--- src/shared/pmec_pkg.sv ---
package pmec_pkg;
    // Register map, byte addresses on the Wishbone word bus
    localparam logic [7:0] PMEC_ADDR_PWR = 8'h08;
    localparam logic [7:0] PMEC_ADDR_CTRL = 8'h0C;
    // Field positions of the power control/status register
    localparam int PMEC_FLAG_BIT = 15;
    localparam int PMEC_EN_BIT = 8;
    localparam int PMEC_SKIP_BIT = 3;
    localparam int PMEC_PS_LO = 0;
    // Reset values
    localparam logic [1:0] PMEC_PS_RST = 2'h0;
    localparam logic PMEC_FLAG_RST = 1'b0;
    localparam logic PMEC_EN_RST = 1'b0;
    // Length of the internal reset pulse in cycles
    localparam logic [3:0] PMEC_IRST_CYCLES = 4'h4;
    // Power state encodings
    localparam logic [1:0] PMEC_D0 = 2'h0;
    localparam logic [1:0] PMEC_D1 = 2'h1;
    localparam logic [1:0] PMEC_D2 = 2'h2;
    localparam logic [1:0] PMEC_D3 = 2'h3;

    typedef struct packed {
        logic cyc;
        logic stb;
        logic we;
        logic [7:0] adr;
        logic [3:0] sel;
        logic [31:0] dat;
    } pmec_wb_req_s;

    typedef enum logic [2:0] {
        PMEC_ST_RUN = 3'b001,
        PMEC_ST_RESET = 3'b010,
        PMEC_ST_DONE = 3'b100
    } pmec_rst_e;

    function automatic logic pmec_hit(input logic [7:0] adr, input logic [7:0] base);
        pmec_hit = (adr[7:2] == base[7:2]);
    endfunction
endpackage

--- src/core/pmec_irst.sv ---
`timescale 1ns/1ps
module pmec_irst import pmec_pkg::*;
(
    input wire logic clk_i,
    input wire logic rst_i,
    input wire logic start_i,
    output logic irst_o,
    output logic done_o
);
    pmec_rst_e state_reg;
    logic [3:0] cnt_reg;

    always_ff @(posedge clk_i)
    begin
        if (rst_i)
        begin
            state_reg <= PMEC_ST_RUN;
            cnt_reg <= 4'h0;
        end
        else
        begin
            case (state_reg)
                PMEC_ST_RUN:
                begin
                    if (start_i)
                    begin
                        state_reg <= PMEC_ST_RESET;
                        cnt_reg <= PMEC_IRST_CYCLES - 4'h1;
                    end
                end
                PMEC_ST_RESET:
                begin
                    if (cnt_reg == 4'h0)
                    begin
                        state_reg <= PMEC_ST_DONE;
                    end
                    else
                    begin
                        cnt_reg <= cnt_reg - 4'h1;
                    end
                end
                PMEC_ST_DONE:
                begin
                    state_reg <= PMEC_ST_RUN;
                end
                default:
                begin
                    state_reg <= PMEC_ST_RUN;
                end
            endcase
        end
    end

    always_ff @(posedge clk_i)
    begin
        if (rst_i)
        begin
            irst_o <= 1'b0;
            done_o <= 1'b0;
        end
        else
        begin
            irst_o <= (state_reg == PMEC_ST_RUN) ? start_i : (state_reg == PMEC_ST_RESET && cnt_reg != 4'h0);
            done_o <= (state_reg == PMEC_ST_RESET) && (cnt_reg == 4'h0);
        end
    end
endmodule

--- src/core/pmec_sync.sv ---
`timescale 1ns/1ps
module pmec_sync import pmec_pkg::*;
(
    input wire logic clk_i,
    input wire logic rst_i,
    input wire logic d_i,
    output logic q_o
);
    logic meta_reg;

    always_ff @(posedge clk_i)
    begin
        if (rst_i)
        begin
            meta_reg <= 1'b0;
            q_o <= 1'b0;
        end
        else
        begin
            meta_reg <= d_i;
            q_o <= meta_reg;
        end
    end
endmodule

--- src/core/pmec_top.sv ---
`timescale 1ns/1ps
module pmec_top import pmec_pkg::*;
(
    input wire logic clk_i,
    input wire logic rst_i,
    input wire logic por_i,
    input wire logic sw_rst_i,
    input wire logic wake_pulse_i,
    input wire logic eeprom_skip_reset_bit_i,
    input wire logic eeprom_valid_i,
    input wire logic cyc_i,
    input wire logic stb_i,
    input wire logic we_i,
    input wire logic [7:0] adr_i,
    input wire logic [3:0] sel_i,
    input wire logic [31:0] dat_i,
    output logic [31:0] dat_o,
    output logic ack_o,
    output logic err_o,
    output logic pm_event_pin_o,
    output logic internal_reset_o,
    output logic reinit_needed_o,
    output logic [1:0] power_state_o
);
    pmec_wb_req_s req;
    logic por_q;
    logic pm_event_flag_reg;
    logic pm_event_output_enable_reg;
    logic eeprom_skip_reset_bit_reg;
    logic [1:0] power_state_field_reg;
    logic [1:0] power_state_field_next;
    logic irst_start;
    logic irst_pulse;
    logic irst_done;
    logic cfg_rst;
    logic pm_event_flag_next;
    logic pm_event_output_enable_next;
    logic hit_pwr;
    logic hit_ctrl;
    logic hit_any;
    logic wr_pwr;
    logic clr_flag;
    logic wr_ctrl;
    logic valid_req;
    logic [31:0] rd_data;

    assign req = '{cyc: cyc_i, stb: stb_i, we: we_i, adr: adr_i, sel: sel_i, dat: dat_i};

    pmec_sync u_por_sync
    (
        .clk_i(clk_i),
        .rst_i(1'b0),
        .d_i(por_i),
        .q_o(por_q)
    );

    // Address decode shared by bus answer and register logic
    assign hit_pwr = pmec_hit(req.adr, PMEC_ADDR_PWR);
    assign hit_ctrl = pmec_hit(req.adr, PMEC_ADDR_CTRL);
    assign hit_any = hit_pwr || hit_ctrl;
    assign valid_req = req.cyc && req.stb && !ack_o && !err_o;
    assign wr_pwr = valid_req && req.we && hit_pwr;
    assign wr_ctrl = valid_req && req.we && hit_ctrl;
    assign clr_flag = wr_pwr && req.sel[1] && req.dat[PMEC_FLAG_BIT];
    assign cfg_rst = rst_i || sw_rst_i || irst_pulse;

    // Event sets the flag and wins over a same-cycle clear
    always_comb
    begin
        pm_event_flag_next = pm_event_flag_reg;
        if (wake_pulse_i)
        begin
            pm_event_flag_next = 1'b1;
        end
        else if (clr_flag)
        begin
            pm_event_flag_next = 1'b0;
        end
    end

    // Flag touched only by power-up reset, event and write-one
    always_ff @(posedge clk_i)
    begin
        if (por_q)
        begin
            pm_event_flag_reg <= PMEC_FLAG_RST;
        end
        else
        begin
            pm_event_flag_reg <= pm_event_flag_next;
        end
    end

    // Enable written through byte lane 1
    always_comb
    begin
        pm_event_output_enable_next = pm_event_output_enable_reg;
        if (wr_pwr && req.sel[1])
        begin
            pm_event_output_enable_next = req.dat[PMEC_EN_BIT];
        end
    end

    // Enable survives hardware and software reset
    always_ff @(posedge clk_i)
    begin
        if (por_q)
        begin
            pm_event_output_enable_reg <= PMEC_EN_RST;
        end
        else
        begin
            pm_event_output_enable_reg <= pm_event_output_enable_next;
        end
    end

    // Skip bit loaded from serial configuration memory
    always_ff @(posedge clk_i)
    begin
        if (por_q)
        begin
            eeprom_skip_reset_bit_reg <= 1'b0;
        end
        else if (eeprom_valid_i)
        begin
            eeprom_skip_reset_bit_reg <= eeprom_skip_reset_bit_i;
        end
    end

    // Power state written through byte lane 0
    always_comb
    begin
        power_state_field_next = power_state_field_reg;
        if (wr_pwr && req.sel[0])
        begin
            power_state_field_next = req.dat[PMEC_PS_LO +: 2];
        end
    end

    // Commanded D3 to D0 change decides on internal reset
    always_comb
    begin
        irst_start = 1'b0;
        if ((power_state_field_reg == PMEC_D3) && (power_state_field_next == PMEC_D0))
        begin
            if (eeprom_skip_reset_bit_reg)
            begin
                irst_start = 1'b0;
            end
            else
            begin
                irst_start = 1'b1;
            end
        end
    end

    always_ff @(posedge clk_i)
    begin
        if (por_q || cfg_rst)
        begin
            power_state_field_reg <= PMEC_PS_RST;
        end
        else
        begin
            power_state_field_reg <= power_state_field_next;
        end
    end

    pmec_irst u_irst
    (
        .clk_i(clk_i),
        .rst_i(por_q || rst_i),
        .start_i(irst_start),
        .irst_o(irst_pulse),
        .done_o(irst_done)
    );

    // Host must reinitialise after internal reset
    always_ff @(posedge clk_i)
    begin
        if (por_q || rst_i)
        begin
            reinit_needed_o <= 1'b0;
        end
        else if (irst_done)
        begin
            reinit_needed_o <= 1'b1;
        end
        else if (wr_ctrl && req.sel[0] && req.dat[0])
        begin
            reinit_needed_o <= 1'b0;
        end
    end

    always_comb
    begin
        rd_data = 32'h0000_0000;
        if (hit_pwr)
        begin
            rd_data[PMEC_FLAG_BIT] = pm_event_flag_reg;
            rd_data[PMEC_EN_BIT] = pm_event_output_enable_reg;
            rd_data[PMEC_SKIP_BIT] = eeprom_skip_reset_bit_reg;
            rd_data[PMEC_PS_LO +: 2] = power_state_field_reg;
        end
        else if (hit_ctrl)
        begin
            rd_data[0] = reinit_needed_o;
        end
    end

    // Wishbone answer one cycle after request
    always_ff @(posedge clk_i)
    begin
        if (rst_i || por_q)
        begin
            ack_o <= 1'b0;
        end
        else
        begin
            ack_o <= valid_req && hit_any;
        end
    end

    // Unmapped address answered by error, no effect
    always_ff @(posedge clk_i)
    begin
        if (rst_i || por_q)
        begin
            err_o <= 1'b0;
        end
        else
        begin
            err_o <= valid_req && !hit_any;
        end
    end

    // Read data stands only with the read answer
    always_ff @(posedge clk_i)
    begin
        if (rst_i || por_q)
        begin
            dat_o <= 32'h0000_0000;
        end
        else
        begin
            dat_o <= (valid_req && !req.we) ? rd_data : 32'h0000_0000;
        end
    end

    // Event pin follows flag and enable
    always_ff @(posedge clk_i)
    begin
        if (por_q)
        begin
            pm_event_pin_o <= 1'b0;
        end
        else
        begin
            pm_event_pin_o <= pm_event_flag_reg && pm_event_output_enable_reg;
        end
    end

    // Internal reset pulse shown registered
    always_ff @(posedge clk_i)
    begin
        if (por_q)
        begin
            internal_reset_o <= 1'b0;
        end
        else
        begin
            internal_reset_o <= irst_pulse;
        end
    end

    always_ff @(posedge clk_i)
    begin
        if (por_q)
        begin
            power_state_o <= PMEC_PS_RST;
        end
        else
        begin
            power_state_o <= power_state_field_reg;
        end
    end
endmodule

--- config.mk ---
export PLATFORM = sky130hd
export DESIGN_NAME = pmec_top
export DESIGN_NICKNAME = d
export VERILOG_FILES = /design/src/shared/pmec_pkg.sv /design/src/core/pmec_irst.sv /design/src/core/pmec_sync.sv /design/src/core/pmec_top.sv
export SDC_FILE = /design/constraint.sdc
export NUM_CORES = 1
export LEC_CHECK = 0
export BUFFER_PORTS_ARGS = -buffer_cell sky130_fd_sc_hd__buf_4
export CAP_MARGIN = 20
export CORE_MARGIN = 5
export CORE_UTILIZATION = 43
export CTS_CLUSTER_SIZE = 10
export DETAILED_ROUTE_END_ITERATION = 8
export PLACE_DENSITY_LB_ADDON = 0.1
export SYNTH_ARGS = -nofsm -noshare
export SYNTH_HDL_FRONTEND = slang
export SYNTH_SLANG_ARGS = --single-unit
--- constraint.sdc ---
create_clock -name clk_i -period 3.2 [get_ports clk_i]
set_input_delay 0.48 -clock clk_i [delete_from_list [all_inputs] [get_ports clk_i]]
set_output_delay 0.48 -clock clk_i [all_outputs]
set_load 0.05 [all_outputs]
==> Yosys cells after proc, flatten, opt, wreduce, memory -nomap -nowiden <==
Cells that the tools add are included.
{ "op_classes": {"add_sub_neg": 1, "n_eq_ne": 8, "mux": 16, "bitwise_logic": 2, "n_reduce_logical": 37} }
{ "ops": {"columns": ["cell", "n"], "rows": [
  ["$logic_and A1 B1 Y1", 18],
  ["$eq A6 B2 Y1 const B", 2],
  ["$mux W1", 9],
  ["$mux W4", 2],
  ["$pmux W4 S2", 1],
  ["$mux W3", 2],
  ["$pmux W3 S2", 1],
  ["$reduce_bool A2 Y1", 3],
  ["$logic_or A1 B1 Y1", 5],
  ["$logic_not A1 Y1", 4],
  ["$logic_not A4 Y1", 1],
  ["$ne A2 B2 Y1 const B", 2],
  ["$reduce_bool A4 Y1", 1],
  ["$sub A4 B1 Y4 const B", 1],
  ["$eq A3 B1 Y1 const B", 1],
  ["$eq A3 B2 Y1 const B", 1],
  ["$reduce_and A3 Y1", 1],
  ["$reduce_or A3 Y1", 1],
  ["$eq A2 B2 Y1 const B", 1],
  ["$logic_not A2 Y1", 1],
  ["$mux W2", 1],
  ["$ne A2 B1 Y1 const B", 1],
  ["$not A1 Y1", 2],
  ["$reduce_and A2 Y1", 1],
  ["$reduce_or A2 Y1", 1]
]} }
{ "totals": {"reg_bits": 55, "inputBits": 54, "word_cells": 83} }

==> Depth between registers and ports, before layout <==
{ "logic_depth": {"depth_word": 12, "ltp_mapped": 6} }

==> Cells and area by module <==
Synthesis repeated with hierarchy kept, for this count alone.
{ "hier_totals": {"hier_cells": 137, "hier_area_um2": 1377.6} }
{ "modules_own_cells": {"columns": ["module", "instances", "cells_each", "area_each_um2", "seq_area_each_um2"], "rows": [
  ["pmec_top", 1, 92, 912.1, 340.3],
  ["pmec_irst", 1, 41, 412.9, 180.2],
  ["pmec_sync", 1, 4, 52.6, 40.0]
]} }

==> Worst setup path before layout <==
No wires, ideal clock.
{ "synth_path": {"path_type": "reg-to-reg", "startpoint": "reg err_o", "endpoint": "reg u_irst.cnt_reg[1]", "setup_time_ns": 0.122, "t_arrival_ns": 1.481, "t_required_ns": 3.078, "slack_ns": 1.597, "path_stages_with_launch": 5, "path_buffers": 0, "period_less_slack_ns": 1.603, "cell_sequence": "dfxtp_1 -> and4bb_2 -> nand3_1 -> nor4_4 -> o311a_1"} }
{ "synth_between": {"elab_chain_len": 11} }
{ "synth_lines": {"columns": ["item", "line", "text"], "rows": [
  ["start, declared", "pmec_top.sv:19", "output logic err_o,"],
  ["start signal, assigned", "pmec_top.sv:233", "err_o <= valid_req && !hit_any;"],
  ["$logic_not A1 Y1", "pmec_top.sv:61", "assign valid_req = req.cyc && req.stb && !ack_o && !err_o;"],
  ["$logic_and A1 B1 Y1", "pmec_top.sv:61", null],
  ["$logic_and A1 B1 Y1 (2 in a row)", "pmec_top.sv:62", "assign wr_pwr = valid_req && req.we && hit_pwr;"],
  ["$logic_and A1 B1 Y1", "pmec_top.sv:134", "if (wr_pwr && req.sel[0])"],
  ["$mux W2", "pmec_top.sv:134", null],
  ["$logic_not A2 Y1", "pmec_top.sv:144", "if ((power_state_field_reg == PMEC_D3) && (power_state_field_next == PMEC_D0))"],
  ["$logic_and A1 B1 Y1", "pmec_top.sv:144", null],
  ["$mux W1", "pmec_top.sv:144", null],
  ["$ne A2 B1 Y1 (no source line)", null, null],
  ["$reduce_and A3 Y1 (no source line)", null, null],
  ["end signal, assigned", "pmec_irst.sv:28", "cnt_reg <= PMEC_IRST_CYCLES - 4'h1;"],
  ["end signal, assigned", "pmec_irst.sv:39", "cnt_reg <= cnt_reg - 4'h1;"],
  ["end, declared", "pmec_irst.sv:11", "logic [3:0] cnt_reg;"]
]} }
Every way passes these cells.
A chain may end at the register's enable or synchronous reset.

==> Final worst setup path <==
{ "layout_path": {"startpoint": "reg u_irst.state_reg[1]", "endpoint": "reg u_irst.cnt_reg[1]"} }
{ "layout_between": {"elab_chain_len": 3, "word_cells_on_any_way": 7, "classes_between": "4 x eq/ne; 1 x mux; 2 x reduce/logical"} }
{ "layout_lines": {"columns": ["item", "line", "text"], "rows": [
  ["start, declared", "pmec_irst.sv:10", "pmec_rst_e state_reg;"],
  ["start signal, assigned", "pmec_irst.sv:17", "state_reg <= PMEC_ST_RUN;"],
  ["start signal, assigned", "pmec_irst.sv:27", "state_reg <= PMEC_ST_RESET;"],
  ["start signal, assigned", "pmec_irst.sv:35", "state_reg <= PMEC_ST_DONE;"],
  ["$eq A3 B1 Y1 / $eq A3 B2 Y1 (equally long branches)", "pmec_irst.sv:22", "case (state_reg)"],
  ["$ne A2 B1 Y1 (no source line) (tied with other cells)", null, null],
  ["$reduce_and A3 Y1 (no source line)", null, null]
]} }
Several ways; a longest one is shown, not always the timed one.

==> out/metrics.csv <==
stage;metric;value;unit
synthesis;synth_seq_area_share;43.5;%
min_path;whs_path_depth;1;
floorplanning;dieHeight;64.7;um
placed_design;pre_cts_ws;1.32;ns
clock_tree;cts.root.buffer_cell;sky130_fd_sc_hd__clkbuf_4;
final_layout;drive_gt1_share;25.7;%
clock_tree;cts_setup_buffers;0;
worst_setup_path;worst_reg2reg_path_depth;4;
worst_setup_path;cp_data_arrival_time;1.87;ns
routing;detailedRoute.firstIterationViolations;38;
placed_design;port_buffers;33;
pwr;power_frac_clock;33.1;%
clock_tree;cts_tree;done;
global_route;global_route_wire_length_before_repair;3960;um
worst_setup_path;critPathRequiredTime;3.49;ns
pwr;proportion_of_power_drawn_by_flip_flops_and_latches;51.0;%
clock_tree;tritoncts_num_sinks;28;
synthesis;post_synth_instance_area;1290;um2
timing;rsz_0062_raised_after_global_routing;false;
final_layout;nFillCells;275;
pwr;power_per_cell_area;459;nW/um2
worst_setup_path;sort_of_element_at_the_start_of_the_critical_path;flip-flop;
worst_setup_path;r2r_start;u_irst.state_reg[1]$_SDFFE_PP0P_;
pwr;p_switching;0.193;mW
pwr;internal_power;0.503;mW
placed_design;hpwlAfterDp;1990;um
pwr;p_sw_share;27.8;%
clock_tree;clk_transition_reported_paths;0.15;ns
global_route;grt_start_max_net_pins;17;
synthesis;syn_inst;137;
timing;report.final.slew_viol_count;0;
pwr;ir_drop;0.000215;V
global_route;global_route.overflow_total;0;
floorplanning;core.rowCount;19;
synthesis;syn-mean-instance-area;9.41;um2
final_layout;antenna-diode-count;0;
global_route;antenna_found_initial;0;
placed_design;placed_cell_area;1460;um2
clock_tree;worst_skew_pair.late_latency;0.33;ns
floorplanning;die_area;4190;um2
routing;via_count;952;
worst_setup_path;worstReg2RegEnd;u_irst.cnt_reg[1]$_SDFFE_PP0P_;
worst_setup_path;timing_worst_setup_path_type;flip-flop to flip-flop;
timing;finalCritPeriodShare;49.5;%
floorplanning;die_width;64.7;um
final_layout;nets;227;
timing;clock.fmax;631;MHz
final_layout;utilization;54.0;%
routing;number_of_nets_still_failing_antenna_checks_after_routing;0;
final_layout;finish.instance_area;1520;um2
routing;route.detailed.drc;0;
pwr;cellLeakagePower;0.681;nW
synthesis;synth_edf_count;0;
worst_setup_path;crit_path_end_kind;flip-flop;
timing;hold_viol;0;
routing;detail_route.wl_per_cell;12.2;um
min_path;min-delay-path-class;input port to flip-flop;
final_layout;largest_reg_flops;5;
timing;layout_setup_ws;1.62;ns
run_status;run_status;complete, no violations;
clock_tree;cts-root-to-sink-buffers;2;
synthesis;ys_ff_latch;28;
routing;vias_per_cell;4.71;
run;drv.max_cap_violation_count;0;
routing;wl;2460;um
timing;final-setup-viol-count;0;
synthesis;yosys_most_used_dff;sky130_fd_sc_hd__dfxtp_1;
synthesis;synth.yosys.warnings;0;
clock_tree;post_cts_hold_buffer_count;0;
synthesis;synth-async-reset-ratio;0;%
floorplanning;placeableCoreArea;2810;um2
min_path;holdPathEnd;u_por_sync.meta_reg$_DFF_P_;
timing;finalClockSkew;0.00880;ns
final_layout;area_delta_synth_final;17.6;%
clock_tree;tritoncts.num_buffers;3;
global_route;first_global_vias;933;
timing;time_the_final_worst_path_needs_with_i_o_delays_and_setup;1.58;ns
pwr;comb_pwr_share;15.9;%
clock_tree;postCtsResizedCells;0;
worst_setup_path;r2r_slack;1.62;ns
min_path;min_from;por_i;
floorplanning;pin_count;93;
worst_setup_path;cp_max_fo;6;
floorplanning;initial_utilization;45.9;%
timing;fin_tns_setup;0;ns
routing;drt_first_pass_iters;4;
synthesis;netlist_cell_types;35;
placed_design;place.gp.congestion;0.747;
clock_tree;cts-htree-levels;1;
global_route;global_route.usage.total;11.7;%
==> placed cells by master, fill, tap and decap left out, drive strengths merged, types with 6 or more instances in the layout <==
cell   synthesis  layout
nor2           9       9
buf           27      33
inv            6       6
nand3          7       7
conb           1      27
dfxtp         28      28
nor4           6       6
a21oi          8       8
==> layout make-up <==
type | count | area (um2) | area share, %
inverter | 6 | 22.5 | 1.49
multi-input combinational | 100 | 593 | 39.1
clock inverter | 1 | 30.0 | 1.98
sequential | 28 | 561 | 37.0
tap | 31 | 38.8 | 2.56
timing repair buffer | 33 | 248 | 16.4
clock buffer | 3 | 22.5 | 1.49
==> worst max-delay path by stage <==
stage                                                start                              to  slack, ns  cells after the start
after global routing                u_por_sync.q_o$_DFF_P_             dat_o[8]$_SDFF_PP0_       1.50                      4
after CTS                 u_irst.state_reg[1]$_SDFFE_PP0P_  u_irst.cnt_reg[1]$_SDFFE_PP0P_       1.62                      4
after floorplan                           err_o$_SDFF_PP0_  u_irst.cnt_reg[1]$_SDFFE_PP0P_       1.60                      4
after global placement                            adr_i[5]  u_irst.cnt_reg[1]$_SDFFE_PP0P_       1.32                      5
after detailed placement                          adr_i[5]  u_irst.cnt_reg[1]$_SDFFE_PP0P_       1.32                      5
final                     u_irst.state_reg[1]$_SDFFE_PP0P_  u_irst.cnt_reg[1]$_SDFFE_PP0P_       1.62                      4
==> per-layer routing <==
layer | GRT usage [%] | vias to the layer above | wire length, um
li1 | - | 486 | -
met1 | 12.9 | 426 | 886
met2 | 20.9 | 36 | 1320
met3 | 3.28 | 4 | 221
met4 | 5.28 | 0 | 30
met5 | 0 | - | 0
==> power groups by stage <==
stage | Sequential, mW | Clock, mW | Combinational [mW]
3_5_place_dp | 0.363 | 0 | 0.110
3_3_place_gp | 0.363 | 0 | 0.109
4_1_cts | 0.355 | 0.237 | 0.110
6_report | 0.355 | 0.230 | 0.111
5_1_grt | 0.356 | 0.248 | 0.117
2_1_floorplan | 0.362 | 0 | 0.110
==> through the flow <==
| step | total power, mW | instances | hold slack (ns) |
|---|---|---|---|
| after floorplan | 0.472 | 163 | 0.310 |
| after global placement | 0.472 | 198 | 0.311 |
| after detailed placement | 0.473 | 198 | 0.319 |
| after CTS | 0.703 | 202 | 0.226 |
| after global routing | 0.721 | 202 | 0.227 |
| final | 0.696 | 202 | 0.238 |
==> synth_stat cells, types with 2 or more instances <==
| master | instances | area, um2 |
|---|---|---|
| sky130_fd_sc_hd__dfxtp_1 | 28 | 561 |
| sky130_fd_sc_hd__buf_4 | 27 | 203 |
| sky130_fd_sc_hd__nor2_1 | 9 | 33.8 |
| sky130_fd_sc_hd__a21oi_1 | 7 | 35.0 |
| sky130_fd_sc_hd__nand3_1 | 7 | 35.0 |
| sky130_fd_sc_hd__inv_1 | 6 | 22.5 |
| sky130_fd_sc_hd__and2_1 | 5 | 31.3 |
| sky130_fd_sc_hd__nor2b_1 | 5 | 31.3 |
| sky130_fd_sc_hd__o21ai_0 | 5 | 25.0 |
| sky130_fd_sc_hd__nor4_1 | 4 | 25.0 |
| sky130_fd_sc_hd__mux2i_1 | 3 | 30.0 |
| sky130_fd_sc_hd__nand2_1 | 3 | 11.3 |
| sky130_fd_sc_hd__clkbuf_1 | 2 | 7.51 |
| sky130_fd_sc_hd__nor4_4 | 2 | 42.5 |
| sky130_fd_sc_hd__o21a_1 | 2 | 15.0 |
| sky130_fd_sc_hd__o311a_1 | 2 | 20.0 |
| sky130_fd_sc_hd__or3_1 | 2 | 12.5 |
==> logic make-up after synthesis <==
| logic type | share of synthesized area (%) |
|---|---|
| flops | 43.5 |
| buf+inv | 18.1 |
| other cells | 0.291 |
| simple gates | 24.3 |
| mux | 2.33 |
| fa+ha+maj | 0.971 |
| compound gates | 10.6 |
==> critical path, stage by stage, from the launching register on <==
cell,delay (ns)
sky130_fd_sc_hd__dfxtp_1,0.36
sky130_fd_sc_hd__nor4b_1,0.30
sky130_fd_sc_hd__nand3_1,0.19
sky130_fd_sc_hd__nor4_4,0.48
sky130_fd_sc_hd__o311a_1,0.22
(Power assumes the default switching activity.)
